--- src/shared/ihac_regs.svh ---
`ifndef IHAC_REGS_SVH
`define IHAC_REGS_SVH

// Register port offsets (byte addresses on the register port)
`define IHAC_OFS_AUX_MODE     5'h0_00B
`define IHAC_OFS_PRIM_ADDR    5'h0_00D
`define IHAC_OFS_CAPTURE      5'h0_001

// Control code field of an aux mode port write
`define IHAC_CNT_HI           7
`define IHAC_CNT_LO           5
`define IHAC_CNT_AUX_CMD      3'h0
`define IHAC_CNT_OPTIONS      3'h5
`define IHAC_CNT_HOLDOFF      3'h6

// Auxiliary command codes carried in the command code field
`define IHAC_COM_VALID        5'h0_00F
`define IHAC_COM_FINISH       5'h0_003

// Interface options bit positions
`define IHAC_OPT_SRC_FAST     2
`define IHAC_OPT_SP_END       1
`define IHAC_OPT_PASS_EN      0

// Holdoff configuration bit positions
`define IHAC_HLD_ON_CLEAR     1
`define IHAC_HLD_ON_TRIGGER   0

// Primary address write select bit
`define IHAC_ADR_SELECT       7

// Reset values
`define IHAC_OPTIONS_RST      5'h0_000
`define IHAC_HOLDOFF_RST      2'h0
`define IHAC_PRIM_ADDR_RST    7'h0_000

// Address group offsets (octal 100 and octal 40)
`define IHAC_TALK_GROUP       2'h2
`define IHAC_LISTEN_GROUP     2'h1

// First code of the address and secondary command groups
`define IHAC_ADDR_GROUP_BASE  7'h0_020

// Defined universal and addressed command codes
`define IHAC_CMD_GTL          7'h0_001
`define IHAC_CMD_SDC          7'h0_004
`define IHAC_CMD_PPC          7'h0_005
`define IHAC_CMD_GET          7'h0_008
`define IHAC_CMD_TCT          7'h0_009
`define IHAC_CMD_LLO          7'h0_011
`define IHAC_CMD_DCL          7'h0_014
`define IHAC_CMD_PPU          7'h0_015
`define IHAC_CMD_SPE          7'h0_018
`define IHAC_CMD_SPD          7'h0_019

// Source handshake settling times and clock period
`define IHAC_CLK_PERIOD_NS    5
`define IHAC_T1_SLOW_NS       2000
`define IHAC_T1_FAST_NS       500
`define IHAC_T1_SLOW_CYC \
   ((`IHAC_T1_SLOW_NS + `IHAC_CLK_PERIOD_NS - 1) / `IHAC_CLK_PERIOD_NS)
`define IHAC_T1_FAST_CYC \
   ((`IHAC_T1_FAST_NS + `IHAC_CLK_PERIOD_NS - 1) / `IHAC_CLK_PERIOD_NS)

`endif

--- src/shared/ihac_pkg.sv ---
`default_nettype none

package ihac_pkg;

   typedef struct packed {
      logic [1:0] upper;
      logic       srcFast;
      logic       spEnd;
      logic       passEn;
   } ihac_options_t;

   typedef struct packed {
      logic holdClr;
      logic holdTrig;
   } ihac_holdoff_t;

   typedef struct packed {
      logic       talkDis;
      logic       listenDis;
      logic [4:0] addr;
   } ihac_prim_addr_t;

   typedef enum logic {
      SRC_IDLE,
      SRC_SETTLE
   } ihac_src_state_t;

endpackage

`default_nettype wire

--- src/rtl/ihac_addr_match.sv ---
`include "ihac_regs.svh"
`default_nettype none

module ihac_addr_match
   import ihac_pkg::*;
(
   // Clock and reset
   input  wire logic            clk_sys,
   input  wire logic            rst,
   // Received command byte
   input  wire logic            cmdValid,
   input  wire logic [7:0]      cmdByte,
   // Primary address in use
   input  wire ihac_prim_addr_t primAddr,
   // Match pulses
   output var  logic            talkMatch_r,
   output var  logic            listenMatch_r
);

   logic isTalk;
   logic isListen;

   // Parity bit 7 is not part of the address
   assign isTalk   = cmdByte[6:0] == {`IHAC_TALK_GROUP, primAddr.addr};
   assign isListen = cmdByte[6:0] == {`IHAC_LISTEN_GROUP, primAddr.addr};

   always_ff @(posedge clk_sys) begin
      if (rst) begin
         talkMatch_r   <= 1'b0;
         listenMatch_r <= 1'b0;
      end else begin
         talkMatch_r   <= cmdValid && isTalk && !primAddr.talkDis;
         listenMatch_r <= cmdValid && isListen && !primAddr.listenDis;
      end
   end
endmodule

`default_nettype wire

--- src/rtl/ihac_ctl.sv ---
`include "ihac_regs.svh"
`default_nettype none
// Overview of operation
// - Fast source settling after first byte
// - Slow settling on every byte when clear
// - Open-collector drive only during parallel poll
// - Serial poll EOI follows serial poll end bit
// - Pass enable gates unknown command detection
// - Unknown command holds DAC until Valid
// - Unknown command byte captured for software
// - Aux code 110 loads holdoff bits
// - Hold DAC on entering device clear
// - Hold DAC on entering device trigger
// - Finish handshake releases clear/trigger holdoff
// - Primary address readback is read-only
// - Readback shows the primary address only
// - Talk disable ignores matching talk address
// - Listen disable ignores matching listen address
// - Talk plus octal 100, listen octal 40
// - Aux code 101 loads interface options

module ihac_ctl
   import ihac_pkg::*;
#(
   parameter int SLOW_CYC = `IHAC_T1_SLOW_CYC,
   parameter int FAST_CYC = `IHAC_T1_FAST_CYC
) (
   // Clock and reset
   input  wire logic       clk_sys,
   input  wire logic       rst,
   // Register port
   input  wire logic       regWrEn,
   input  wire logic       regRdEn,
   input  wire logic [4:0] regAddr,
   input  wire logic [7:0] regWrData,
   output var  logic [7:0] regRdData_r,
   // Core states
   input  wire logic       spasActive,
   input  wire logic       dcasActive,
   input  wire logic       dtasActive,
   input  wire logic       pollResponse,
   input  wire logic       talkEoiReq,
   // Received command bytes
   input  wire logic       cmdValid,
   input  wire logic [7:0] cmdByte,
   // Source handshake
   input  wire logic       srcTalkActive,
   input  wire logic       srcStart,
   output var  logic       srcSettled_r,
   // Bus side results
   output var  logic       eoiAssert_r,
   output var  logic       driveOpenCollector_r,
   output var  logic       dacHoldoff_r,
   output var  logic       unknownCmdFlag_r,
   output var  logic       talkAddrMatch_r,
   output var  logic       listenAddrMatch_r
);

   localparam int CntW = 16;

   function automatic logic isDefinedCmd(input logic [7:0] b);
      logic [6:0] c;
      c = b[6:0];
      if (c >= `IHAC_ADDR_GROUP_BASE) begin
         return 1'b1;
      end
      case (c)
         `IHAC_CMD_GTL, `IHAC_CMD_SDC, `IHAC_CMD_PPC, `IHAC_CMD_GET,
         `IHAC_CMD_TCT, `IHAC_CMD_LLO, `IHAC_CMD_DCL, `IHAC_CMD_PPU,
         `IHAC_CMD_SPE, `IHAC_CMD_SPD: return 1'b1;
         default: return 1'b0;
      endcase
   endfunction

   function automatic logic [CntW-1:0] toCnt(input int n);
      return CntW'(n);
   endfunction

   ihac_options_t   options_r;
   ihac_holdoff_t   holdCfg_r;
   ihac_prim_addr_t primAddr_r;
   logic [7:0]      capture_r;

   logic auxWr;
   logic [2:0] ctlCode;
   logic [4:0] comCode;
   logic validCmd;
   logic finishCmd;
   logic unknownHit;

   assign auxWr     = regWrEn && regAddr == `IHAC_OFS_AUX_MODE;
   assign ctlCode   = regWrData[`IHAC_CNT_HI:`IHAC_CNT_LO];
   assign comCode   = regWrData[4:0];
   assign validCmd  = auxWr && ctlCode == `IHAC_CNT_AUX_CMD
                      && comCode == `IHAC_COM_VALID;
   assign finishCmd = auxWr && ctlCode == `IHAC_CNT_AUX_CMD
                      && comCode == `IHAC_COM_FINISH;
   assign unknownHit = cmdValid && options_r.passEn
                       && !isDefinedCmd(cmdByte);

   // Option and holdoff registers, written only through the aux mode port
   always_ff @(posedge clk_sys) begin
      if (rst) begin
         options_r <= `IHAC_OPTIONS_RST;
         holdCfg_r <= `IHAC_HOLDOFF_RST;
      end else if (auxWr) begin
         if (ctlCode == `IHAC_CNT_OPTIONS) begin
            options_r <= comCode;
         end
         if (ctlCode == `IHAC_CNT_HOLDOFF) begin
            // Bits 4-2 are expected zero and are dropped
            holdCfg_r <= comCode[1:0];
         end
      end
   end

   // Primary address: bit 7 clear selects the primary slot
   always_ff @(posedge clk_sys) begin
      if (rst) begin
         primAddr_r <= `IHAC_PRIM_ADDR_RST;
      end else if (regWrEn && regAddr == `IHAC_OFS_PRIM_ADDR
                   && !regWrData[`IHAC_ADR_SELECT]) begin
         primAddr_r <= regWrData[6:0];
      end
   end

   // Register reads, one cycle after the strobe
   always_ff @(posedge clk_sys) begin
      if (rst) begin
         regRdData_r <= 8'h00;
      end else if (regRdEn) begin
         case (regAddr)
            // Bit 7 driven zero; software must not rely on it
            `IHAC_OFS_PRIM_ADDR: regRdData_r <= {1'b0, primAddr_r};
            `IHAC_OFS_CAPTURE:   regRdData_r <= capture_r;
            default:             regRdData_r <= 8'h00;
         endcase
      end
   end

   // Unknown command capture and flag
   always_ff @(posedge clk_sys) begin
      if (rst) begin
         capture_r        <= 8'h00;
         unknownCmdFlag_r <= 1'b0;
      end else begin
         unknownCmdFlag_r <= unknownHit;
         if (unknownHit) begin
            capture_r <= cmdByte;
         end
      end
   end

   // DAC holdoffs; a new cause in the release cycle wins
   logic passHold_r;
   logic clrHold_r;
   logic trigHold_r;
   logic dcasPrev_r;
   logic dtasPrev_r;
   logic passHoldNxt;
   logic clrHoldNxt;
   logic trigHoldNxt;
   logic clrEntry;
   logic trigEntry;

   assign clrEntry    = dcasActive && !dcasPrev_r && holdCfg_r.holdClr;
   assign trigEntry   = dtasActive && !dtasPrev_r && holdCfg_r.holdTrig;
   assign passHoldNxt = unknownHit || (passHold_r && !validCmd);
   assign clrHoldNxt  = clrEntry || (clrHold_r && !finishCmd);
   assign trigHoldNxt = trigEntry || (trigHold_r && !finishCmd);

   always_ff @(posedge clk_sys) begin
      if (rst) begin
         dcasPrev_r   <= 1'b0;
         dtasPrev_r   <= 1'b0;
         passHold_r   <= 1'b0;
         clrHold_r    <= 1'b0;
         trigHold_r   <= 1'b0;
         dacHoldoff_r <= 1'b0;
      end else begin
         dcasPrev_r   <= dcasActive;
         dtasPrev_r   <= dtasActive;
         passHold_r   <= passHoldNxt;
         clrHold_r    <= clrHoldNxt;
         trigHold_r   <= trigHoldNxt;
         dacHoldoff_r <= passHoldNxt || clrHoldNxt || trigHoldNxt;
      end
   end

   // EOI and driver mode
   always_ff @(posedge clk_sys) begin
      if (rst) begin
         eoiAssert_r          <= 1'b0;
         driveOpenCollector_r <= 1'b0;
      end else begin
         eoiAssert_r <= spasActive ? options_r.spEnd : talkEoiReq;
         driveOpenCollector_r <= pollResponse;
      end
   end

   // Source handshake settling timer
   ihac_src_state_t srcState_r;
   logic [CntW-1:0] settleCnt_r;
   logic            firstByte_r;
   logic            useFast_r;
   logic            startOk;

   assign startOk = srcStart && srcState_r == SRC_IDLE;

   always_ff @(posedge clk_sys) begin
      if (rst) begin
         firstByte_r <= 1'b1;
      end else if (!srcTalkActive) begin
         firstByte_r <= 1'b1;
      end else if (startOk) begin
         firstByte_r <= 1'b0;
      end
   end

   always_ff @(posedge clk_sys) begin
      if (rst) begin
         srcState_r   <= SRC_IDLE;
         settleCnt_r  <= '0;
         useFast_r    <= 1'b0;
         srcSettled_r <= 1'b0;
      end else begin
         srcSettled_r <= 1'b0;
         case (srcState_r)
            SRC_IDLE: begin
               if (startOk) begin
                  // Fast only once the first byte has gone out
                  useFast_r  <= options_r.srcFast && !firstByte_r;
                  settleCnt_r <= (options_r.srcFast && !firstByte_r)
                                 ? toCnt(FAST_CYC - 1)
                                 : toCnt(SLOW_CYC - 1);
                  srcState_r <= SRC_SETTLE;
               end
            end
            SRC_SETTLE: begin
               if (settleCnt_r == '0) begin
                  srcSettled_r <= 1'b1;
                  srcState_r   <= SRC_IDLE;
               end else begin
                  settleCnt_r <= settleCnt_r - 1'b1;
               end
            end
            default: srcState_r <= SRC_IDLE;
         endcase
      end
   end

   ihac_addr_match u_addr_match (
      .clk_sys       (clk_sys),
      .rst           (rst),
      .cmdValid      (cmdValid),
      .cmdByte       (cmdByte),
      .primAddr      (primAddr_r),
      .talkMatch_r   (talkAddrMatch_r),
      .listenMatch_r (listenAddrMatch_r)
   );

   // Helper: cycles spent settling, for the timing checks
   logic [CntW-1:0] chkCnt_r;
   always_ff @(posedge clk_sys) begin
      if (rst || startOk) begin
         chkCnt_r <= '0;
      end else if (srcState_r == SRC_SETTLE) begin
         chkCnt_r <= chkCnt_r + 1'b1;
      end
   end
endmodule

`default_nettype wire

--- config.mk ---
export PLATFORM = sky130hd
export DESIGN_NAME = ihac_ctl
export DESIGN_NICKNAME = d
export VERILOG_FILES = /design/src/shared/ihac_pkg.sv /design/src/rtl/ihac_addr_match.sv /design/src/rtl/ihac_ctl.sv
export VERILOG_INCLUDE_DIRS = /design/src /design/src/shared
export SDC_FILE = /design/constraint.sdc
export NUM_CORES = 1
export LEC_CHECK = 0
export BUFFER_PORTS_ARGS = -buffer_cell sky130_fd_sc_hd__buf_2
export CAP_MARGIN = 20
export CORE_ASPECT_RATIO = 1.25
export CORE_MARGIN = 8
export CORE_UTILIZATION = 25
export CTS_CLUSTER_SIZE = 12
export DETAILED_ROUTE_END_ITERATION = 8
export HOLD_SLACK_MARGIN = 0.03
export PLACE_DENSITY = 0.45
export SLEW_MARGIN = 20
export SYNTH_ARGS = -nofsm -noshare
export SYNTH_HDL_FRONTEND = slang
export SYNTH_SLANG_ARGS = --single-unit
export TNS_END_PERCENT = 5
--- constraint.sdc ---
create_clock -name clk_sys -period 3.15 [get_ports clk_sys]
set_clock_uncertainty 0.15 [all_clocks]
set_input_delay 0.1575 -clock clk_sys [delete_from_list [all_inputs] [get_ports clk_sys]]
set_output_delay 0.1575 -clock clk_sys [all_outputs]
set_load 0.03 [all_outputs]
# Yosys cells after proc, flatten, opt, wreduce, memory -nomap -nowiden
# Memory sizes are Yosys's and may differ from the RTL's.
# Index checks and enable logic that the tools add are counted.
[word_totals] reg_bits=58 n_memories=1 wordCells=98 romBits=32 input_bits=33
[classes] n_eq_ne=11 n_reduce_logical=43 n_lt_le_gt_ge=1 bitwise=2 n_addsub=1 n_mux=14
[mem_list] memory="(name not given)" words=32 word_bits=1 read_ports=1 rd_clocked_by_memory_dff=0 write_ports=0 line_no="ihac_ctl.sv:67" source="case (c)"
[op_table] cell="$mux 16" n=2
[op_table] cell="$pmux 16 s2" n=1
[op_table] cell="$logic_and 1x1->1" n=21
[op_table] cell="$logic_not 16->1" n=1
[op_table] cell="$pmux 8 s2" n=1
[op_table] cell="$sub 16x1->16 const B" n=1
[op_table] cell="$eq 5x4->1 const B" n=3
[op_table] cell="$logic_not 1->1" n=9
[op_table] cell="$mux 9" n=1
[op_table] cell="$mux 1" n=8
[op_table] cell="$eq 7x6->1" n=1
[op_table] cell="$eq 7x7->1" n=1
[op_table] cell="$ge 7x6->1 const B" n=1
[op_table] cell="$eq 3x3->1 const B" n=2
[op_table] cell="$reduce_and 2->1" n=3
[op_table] cell="$eq 5x1->1 const B" n=1
[op_table] cell="$eq 5x2->1 const B" n=1
[op_table] cell="$logic_or 1x1->1" n=5
[op_table] cell="$ne 2x2->1 const B" n=2
[op_table] cell="$reduce_or 2->1" n=2
[op_table] cell="$logic_not 3->1" n=1
[op_table] cell="$logic_not 2->1" n=1
[op_table] cell="$not 1->1" n=2
[op_table] cell="$pmux 1 s2" n=1

# Logic depth before layout (Yosys ltp)
# Gate-level depths: netlist of run 1.
[depth] ltp_word=9 mapped_depth=6

# Cells and area by module
# Synthesis of run 1 repeated with hierarchy kept, for this count alone.
[unflattened] hier_cells=283 hier_area_um2=2555.0
[modules_own_cells] module="ihac_ctl" cells_each=269 area_per_inst_um2=2429.8 seq_area_each_um2=1121.1 instances=1
[modules_own_cells] module="ihac_addr_match" cells_each=14 area_per_inst_um2=125.1 seq_area_each_um2=40.0 instances=1

# Worst setup path before layout of run 1
# OpenSTA, ideal clock, no wires.
[synth_path] path_kind="flip-flop to flip-flop" start="register settleCnt_r[0]" end="register settleCnt_r[7]" arrival_ns=1.930 setup_ns=0.119 stages_incl_launch_ff=7 t_required_ns=2.881 path_buffers=0 slack_ns=0.952 cell_sequence="dfxtp_1 > inv_1 > ha_1 > or4b_4 > o41ai_4 > a22oi_1 > o221a_1"
[synth_via] elab_chain_cells=3 word_cells_on_any_way=6
[synth_rtl] item="start, declared" line_no="ihac_ctl.sv:203" source="logic [CntW-1:0] settleCnt_r;"
[synth_rtl] item="start signal, assigned" line_no="ihac_ctl.sv:233" source="settleCnt_r <= (options_r.srcFast && !firstByte_r)"
[synth_rtl] item="start signal, assigned" line_no="ihac_ctl.sv:244" source="settleCnt_r <= settleCnt_r - 1'b1;"
[synth_rtl] item="$sub 16x1->16 / $logic_not 16->1 (equally long branches)" line_no="ihac_ctl.sv:244, ihac_ctl.sv:240"
[synth_rtl] item="$mux 16 / $ne 2x2->1 (equally long branches)"
[synth_rtl] item="$pmux 16 s2 / $reduce_and 2->1 (equally long branches)"
# Several ways; a longest one is shown, not always the timed one. The select of a mux whose other input is x is not followed.
# A chain may end at the register's enable or synchronous reset.

# Worst setup path after layout of run 1
# Same ends and word-level chain as after synthesis.

==> run_results.csv, run 1 <==
group,metric,value,unit
floorplanning,io_pins,48,
sta,hold_viol_final,0,
placed_design,dpl.hpwl,5.62,mm
clocking,numCtsBuffers,9,
logic_synthesis,ys_ff_latch,58,
clocking,cts_tree,"done",
sta,setup-tns-final,0,ps
global_route,use_met1,14.0,%
logic_synthesis,synth_fa_ha_area_share,0.941,%
route,detail-route-antenna-nets,0,
clocking,cts_resized,0,
global_route,met3_usage,2.74,%
floorplanning,die-area,14200,sq um
floorplanning,core-area,10500,sq um
global_route,busiest_layer,"met2",
route,first_pass_iters,4,
floorplanning,dieHeight,131,um
power,power,2.18,mW
power,power.density,602,nW/um^2
logic_synthesis,synth-edff-count,0,
route,wl_per_cell,15.6,um
sta,worst_pin_slew,884,ps
sta,maxSlewHeadroom,40.6,%
outcome,outcome,"completed",
logic_synthesis,synth_fp_nets,322,
global_route,antenna_found_initial,0,
logic_synthesis,seq_area_frac_synth,43.7,%
layout,final_layout_size_suffix_gt1_share,22.5,%
logic_synthesis,synth_top_family_by_area,"simple AND/OR/NAND/NOR gates",
sta,fmax,406,MHz
power,power_leakage,1.43,nW
logic_synthesis,synth_ff_type,"dfxtp_1",
worst_setup_path,rrSetupSlack,690,ps
floorplanning,initial_core_util,25.4,%
worst_hold_path,hp-start,"srcStart",
sta,setup_violations,0,
layout,final_cell_mix,"dfxtp_1, buf_2, nor2_1",
worst_hold_path,hold_end,"settleCnt_r[12]",
global_route,overflow,0,
run,drv_cap,0,
worst_setup_path,ff2ff_path_depth,6,
sta,fin_crit,2460,ps
clocking,clock-sinks,58,
layout,layout_commonest_cell,"dfxtp_1",
layout,area_growth,36.3,%
worst_setup_path,r2r_end,"settleCnt_r[7]",
sta,grt_setup_unrepaired,"false",
worst_hold_path,hold_depth,4,
global_route,track_usage,11.5,%
placed_design,port_buffers,47,
logic_synthesis,synth_compound_area_share,19.2,%
logic_synthesis,synth-xor-area-share,1.65,%
placed_design,placed_cell_area,3070,sq um
logic_synthesis,ys_types,57,
worst_setup_path,cp-end-kind,"register",
clocking,clk_latency,320,ps
clocking,clk_pin_slew,50,ps
route,wl,7.82,mm
worst_setup_path,cp.required,3210,ps
worst_setup_path,r2r-start,"settleCnt_r[0]",
global_route,grt_max_degree,54,
layout,post-route-cell-area,3620,sq um
global_route,grt_pass1_wl,13.1,mm
layout,diodes,0,
floorplanning,dieWidth,108,um
worst_setup_path,worst_setup_path_start_kind,"register",
route,drc,0,
worst_setup_path,worst-path-max-fanout,10,
logic_synthesis,netlist_instances,287,
route,vias_per_cell,5.07,
worst_hold_path,worstHoldPathType,"in -> reg",
route,drtIter0Drc,90,
clocking,htreeDepth,3,
layout,final_cells,501,
sta,post-route-period-util,78.3,%
logic_synthesis,synth_warnings,0,
route,via_count,2542,
power,irDropWorstVdd,0.262,mV
floorplanning,num_rows,42,
logic_synthesis,synth.mux.area_fraction,6.77,%
worst_setup_path,worstPathArrival,2530,ps
placed_design,place.gp.congestion,0.809,
logic_synthesis,syn_area,2660,sq um
global_route,met2_usage,18.4,%
sta,fin_hold_ws,78.9,ps
clocking,cts_buffer_depth,2,
global_route,first_global_vias,2575,
clocking,cts-root-buf,"clkbuf_16",
logic_synthesis,synthArstFlopShare,0,%
sta,maxSlewViolCount,0,
logic_synthesis,yosys.area_share.simple,24.9,%
layout,final_nets,399,
worst_setup_path,path_class,"reg -> reg",
placed_design,dpl.cell_count,462,
logic_synthesis,avgSynthCellArea,9.27,sq um
==> timing repair <==
| action | in CTS | in global routing |
|---|---|---|
| endpoints found under the hold margin | 27 | 0 |
| buffers inserted | 0 | 0 |
| hold buffers | 23 | 0 |
==> power by group <==
group | switching [mW] | leakage (nW) | internal, mW
combinational | 0.188 | 0.798 | 0.140
sequential | 0.0405 | 0.472 | 0.764
clock | 0.339 | 0.156 | 0.710
==> per-stage QoR <==
step	utilization, %	setup WS [ps]
after global routing	34.7	516
after global placement	29.4	717
after floorplan	-	952
after detailed placement	29.4	647
after CTS	34.7	658
final	34.7	685
==> worst max-delay path, cell delays in order (launching register included) <==
cell	delay [ps]
dfxtp_1	330
inv_1	120
ha_1	180
or4b_4	510
o41ai_4	630
a22oi_1	180
o221a_1	250
==> cell type report <==
cell class | instances | area (sq um)
multi-input cells | 210 | 1420
inverters | 6 | 22.5
fillers | 1082 | 6830
clock inverters | 5 | 77.6
flip-flops and latches | 58 | 1160
clock buffers | 11 | 243
repair buffers | 79 | 533
well taps | 132 | 165
==> cells by family (layout without fill, tap and decap cells) <==
logic type / after synthesis / count (layout)
compound gates: 67 / 67
flops: 58 / 58
fa+ha+maj: 2 / 2
mux: 18 / 18
simple gates: 118 / 118
xor+xnor: 5 / 5
buf+inv: 19 / 101
==> cell usage after synthesis (4+ instances only) <==
library cell  instances  area [sq um]
nor2b_1               8          50.1
dfxtp_1              58          1160
nor4_1                8          50.1
mux2i_1              18           180
nand4_1               5          31.3
a21oi_1               8          40.0
a22oi_1               9          67.6
nand2_1              11          41.3
inv_1                 6          22.5
or3_1                 5          31.3
o21ai_0               6          30.0
clkbuf_1             10          37.5
nor2_1               36           135
or4_1                 4          30.0
a211oi_1             10          75.1
nand3_1               5          25.0
xor2_1                4          35.0
o31ai_1               8          60.1
nor3_1               10          50.1
==> state kept, by name (all words and copies together) (netlist names), 2 cells and up <==
register,count
options_r,3
regRdData_r,8
holdCfg_r,2
capture_r,8
settleCnt_r,16
primAddr_r,7
==> routing by layer <==
layer	wire length, um	vias up	share of wire [%]
li1	-	1252	-
met4	176	0	2.3
met1	3470	1215	44
met3	356	12	4.6
met2	3820	63	49
met5	0	-	0
==> worst max-delay path by stage <==
| stage | start | to | slack (ps) |
|---|---|---|---|
| after detailed placement | settleCnt_r[0] | settleCnt_r[7] | 650 |
| after global placement | settleCnt_r[0] | settleCnt_r[7] | 720 |
| after floorplan | settleCnt_r[0] | settleCnt_r[7] | 950 |
| final | settleCnt_r[0] | settleCnt_r[7] | 690 |
| after CTS | settleCnt_r[0] | settleCnt_r[7] | 660 |
| after global routing | settleCnt_r[0] | settleCnt_r[8] | 520 |
(Power assumes the default switching activity.)
==> run 2: changes to the inputs <==
PLACE_DENSITY = 0.47   (was 0.45)
clock period = 2.2 ns   (was 3.15 ns; I/O delays follow)
==> run 2 against run 1 <==
Net effect:
- critical endpoint is now settleCnt_r[10]
- power increased by 42%
- critical path type unchanged
- global-route usage increased by 0.73 points
- via count increased by 3.8%
- critical path depth decreased by 1
==> run_results.csv, run 2 (synthesized netlist as in run 1, its figures left out) <==
group,metric,value,unit
clocking,cts_buffer_depth,2,
power,p_int,2.20,mW
layout,final_layout_size_suffix_gt1_share,29.7,%
floorplanning,die-area,14200,sq um
sta,grt_setup_unrepaired,"true",
global_route,antenna_found_initial,0,
placed_design,place.gp.congestion,0.877,
layout,final_nets,427,
route,drc,0,
worst_setup_path,worst-path-max-fanout,6,
global_route,first_global_vias,2792,
placed_design,placed_cell_area,3280,sq um
layout,post-route-cell-area,3840,sq um
layout,largest_registers,"settleCnt_r: 16 flops, capture_r: 8 flops, regRdData_r: 8 flops",
worst_setup_path,worstPathArrival,2200,ps
power,comb_power_share,20.3,%
floorplanning,initial_core_util,25.4,%
route,via_count,2639,
power,power,3.09,mW
route,first_pass_iters,4,
route,wl_per_cell,15.4,um
global_route,grt_pass1_wl,13.9,mm
layout,layout_commonest_cell,"dfxtp_1",
floorplanning,num_rows,42,
clocking,cts_setup_buffers,0,
layout,multi_input_area,1450,sq um
power,swShare,28.9,%
placed_design,pre_cts_slack,38.1,ps
placed_design,dpl.hpwl,6.10,mm
power,power_leakage,1.54,nW
sta,hold_viol_final,0,
global_route,grt_max_degree,23,
placed_design,port_buffers,47,
floorplanning,core-area,10500,sq um
route,detail-route-antenna-nets,0,
worst_setup_path,cp.required,2290,ps
floorplanning,dieWidth,108,um
worst_setup_path,path_class,"reg -> reg",
global_route,busiest_layer,"met2",
run,drv_cap,0,
clocking,clk_pin_slew,50,ps
global_route,met2_usage,20.4,%
global_route,track_usage,12.2,%
route,drtIter0Drc,68,
worst_setup_path,worst_setup_path_start_kind,"register",
sta,setup-tns-final,0,ps
clocking,cts_tree,"done",
sta,fin_ws,82.2,ps
route,vias_per_cell,4.99,
global_route,met3_usage,3.33,%
sta,fin_hold_ws,54.1,ps
sta,worst_pin_slew,594,ps
worst_setup_path,cp-end-kind,"register",
floorplanning,dieHeight,131,um
layout,fin_util,36.7,%
sta,post-route-period-util,96.3,%
layout,nFillCells,1052,
clocking,clock-sinks,58,
layout,area.sequential,1160,sq um
outcome,outcome,"completed",
layout,final_cells,529,
placed_design,dpl.cell_count,489,
sta,maxSlewHeadroom,60.1,%
route,wl,8.15,mm
global_route,use_met1,14.1,%
layout,largest_reg_flops,16,
sta,maxSlewViolCount,0,
layout,regMostFlops,"settleCnt_r",
layout,final_cell_mix,"dfxtp_1, buf_2, nor2_1, buf_4, dlygate4sd3_1",
clocking,htreeDepth,3,
global_route,overflow,0,
power,irDropWorstVdd,0.413,mV
clocking,numCtsBuffers,9,
clocking,cts-root-buf,"clkbuf_16",
floorplanning,io_pins,48,
layout,area_growth,44.3,%
power,p_switching,893,uW
worst_hold_path,worstHoldPathType,"in -> reg",
power,clkPwrFrac,43.1,%
clocking,clk_latency,330,ps
power,power.density,805,nW/um^2
layout,diodes,0,
sta,fin_crit,2120,ps
sta,fmax,472,MHz
sta,setup_violations,0,
power,pwr-share-seq,36.6,%
run 2: cell count changes in the layout (fill, tap and decap cells not counted), moves of 2 or more:
cell / before / now
buf_4: 9 / 36
inv_6: 0 / 3
bufinv_16: 2 / 0
clkinv_2: 2 / 0
clkinvlp_4: 1 / 3
nor4b_1: 3 / 1
nor4b_2: 0 / 2
or4_4: 1 / 3
run 2: per-layer routing:
metal	share of wire, %	wire length [um]
met5	0	0
met1	42	3420
met4	2.5	201
met2	51	4120
met3	4.9	399
run 2: layout make-up:
type	instances	share of cell area, %
repair buffers	107	19.4
multi-input cells	210	37.9
inverters	6	0.587
clock buffers	10	6.23
well taps	132	4.30
clock inverters	6	1.27
flip-flops and latches	58	30.3
run 2: critical path, cell delays in order, from the launching register on:
cell and delay [ps]:
dfxtp_1 340, or4_4 580, o41ai_4 500, buf_4 230
o2111ai_2 130, o31ai_1 100
run 2: final timing paths:
path	startpoint	to	slack, ps	cells past startpoint
worst max-delay path	settleCnt_r[5]	settleCnt_r[10]	80	5
worst max register to register	settleCnt_r[5]	settleCnt_r[10]	80	5
worst min-delay path	rst	srcState_r	50	2
worst min register to register	regRdData_r[7]	regRdData_r[7]	320	2
run 2: power groups by stage:
stage	clock network [mW]	logic, mW	registers, mW
finish	1.33	0.628	1.13
global route	1.40	0.689	1.14
CTS	1.36	0.614	1.13
detailed placement	0	0.578	1.15
global placement	0	0.583	1.15
floorplan	0	0.285	1.16
run 2: repair_timing:
action	CTS	global route
pin swaps	0	3
cloned	0	0
endpoints found under the hold margin	32	0
gates resized for setup	1	7
hold buffers	24	0
endpoints found under the setup margin	1	14
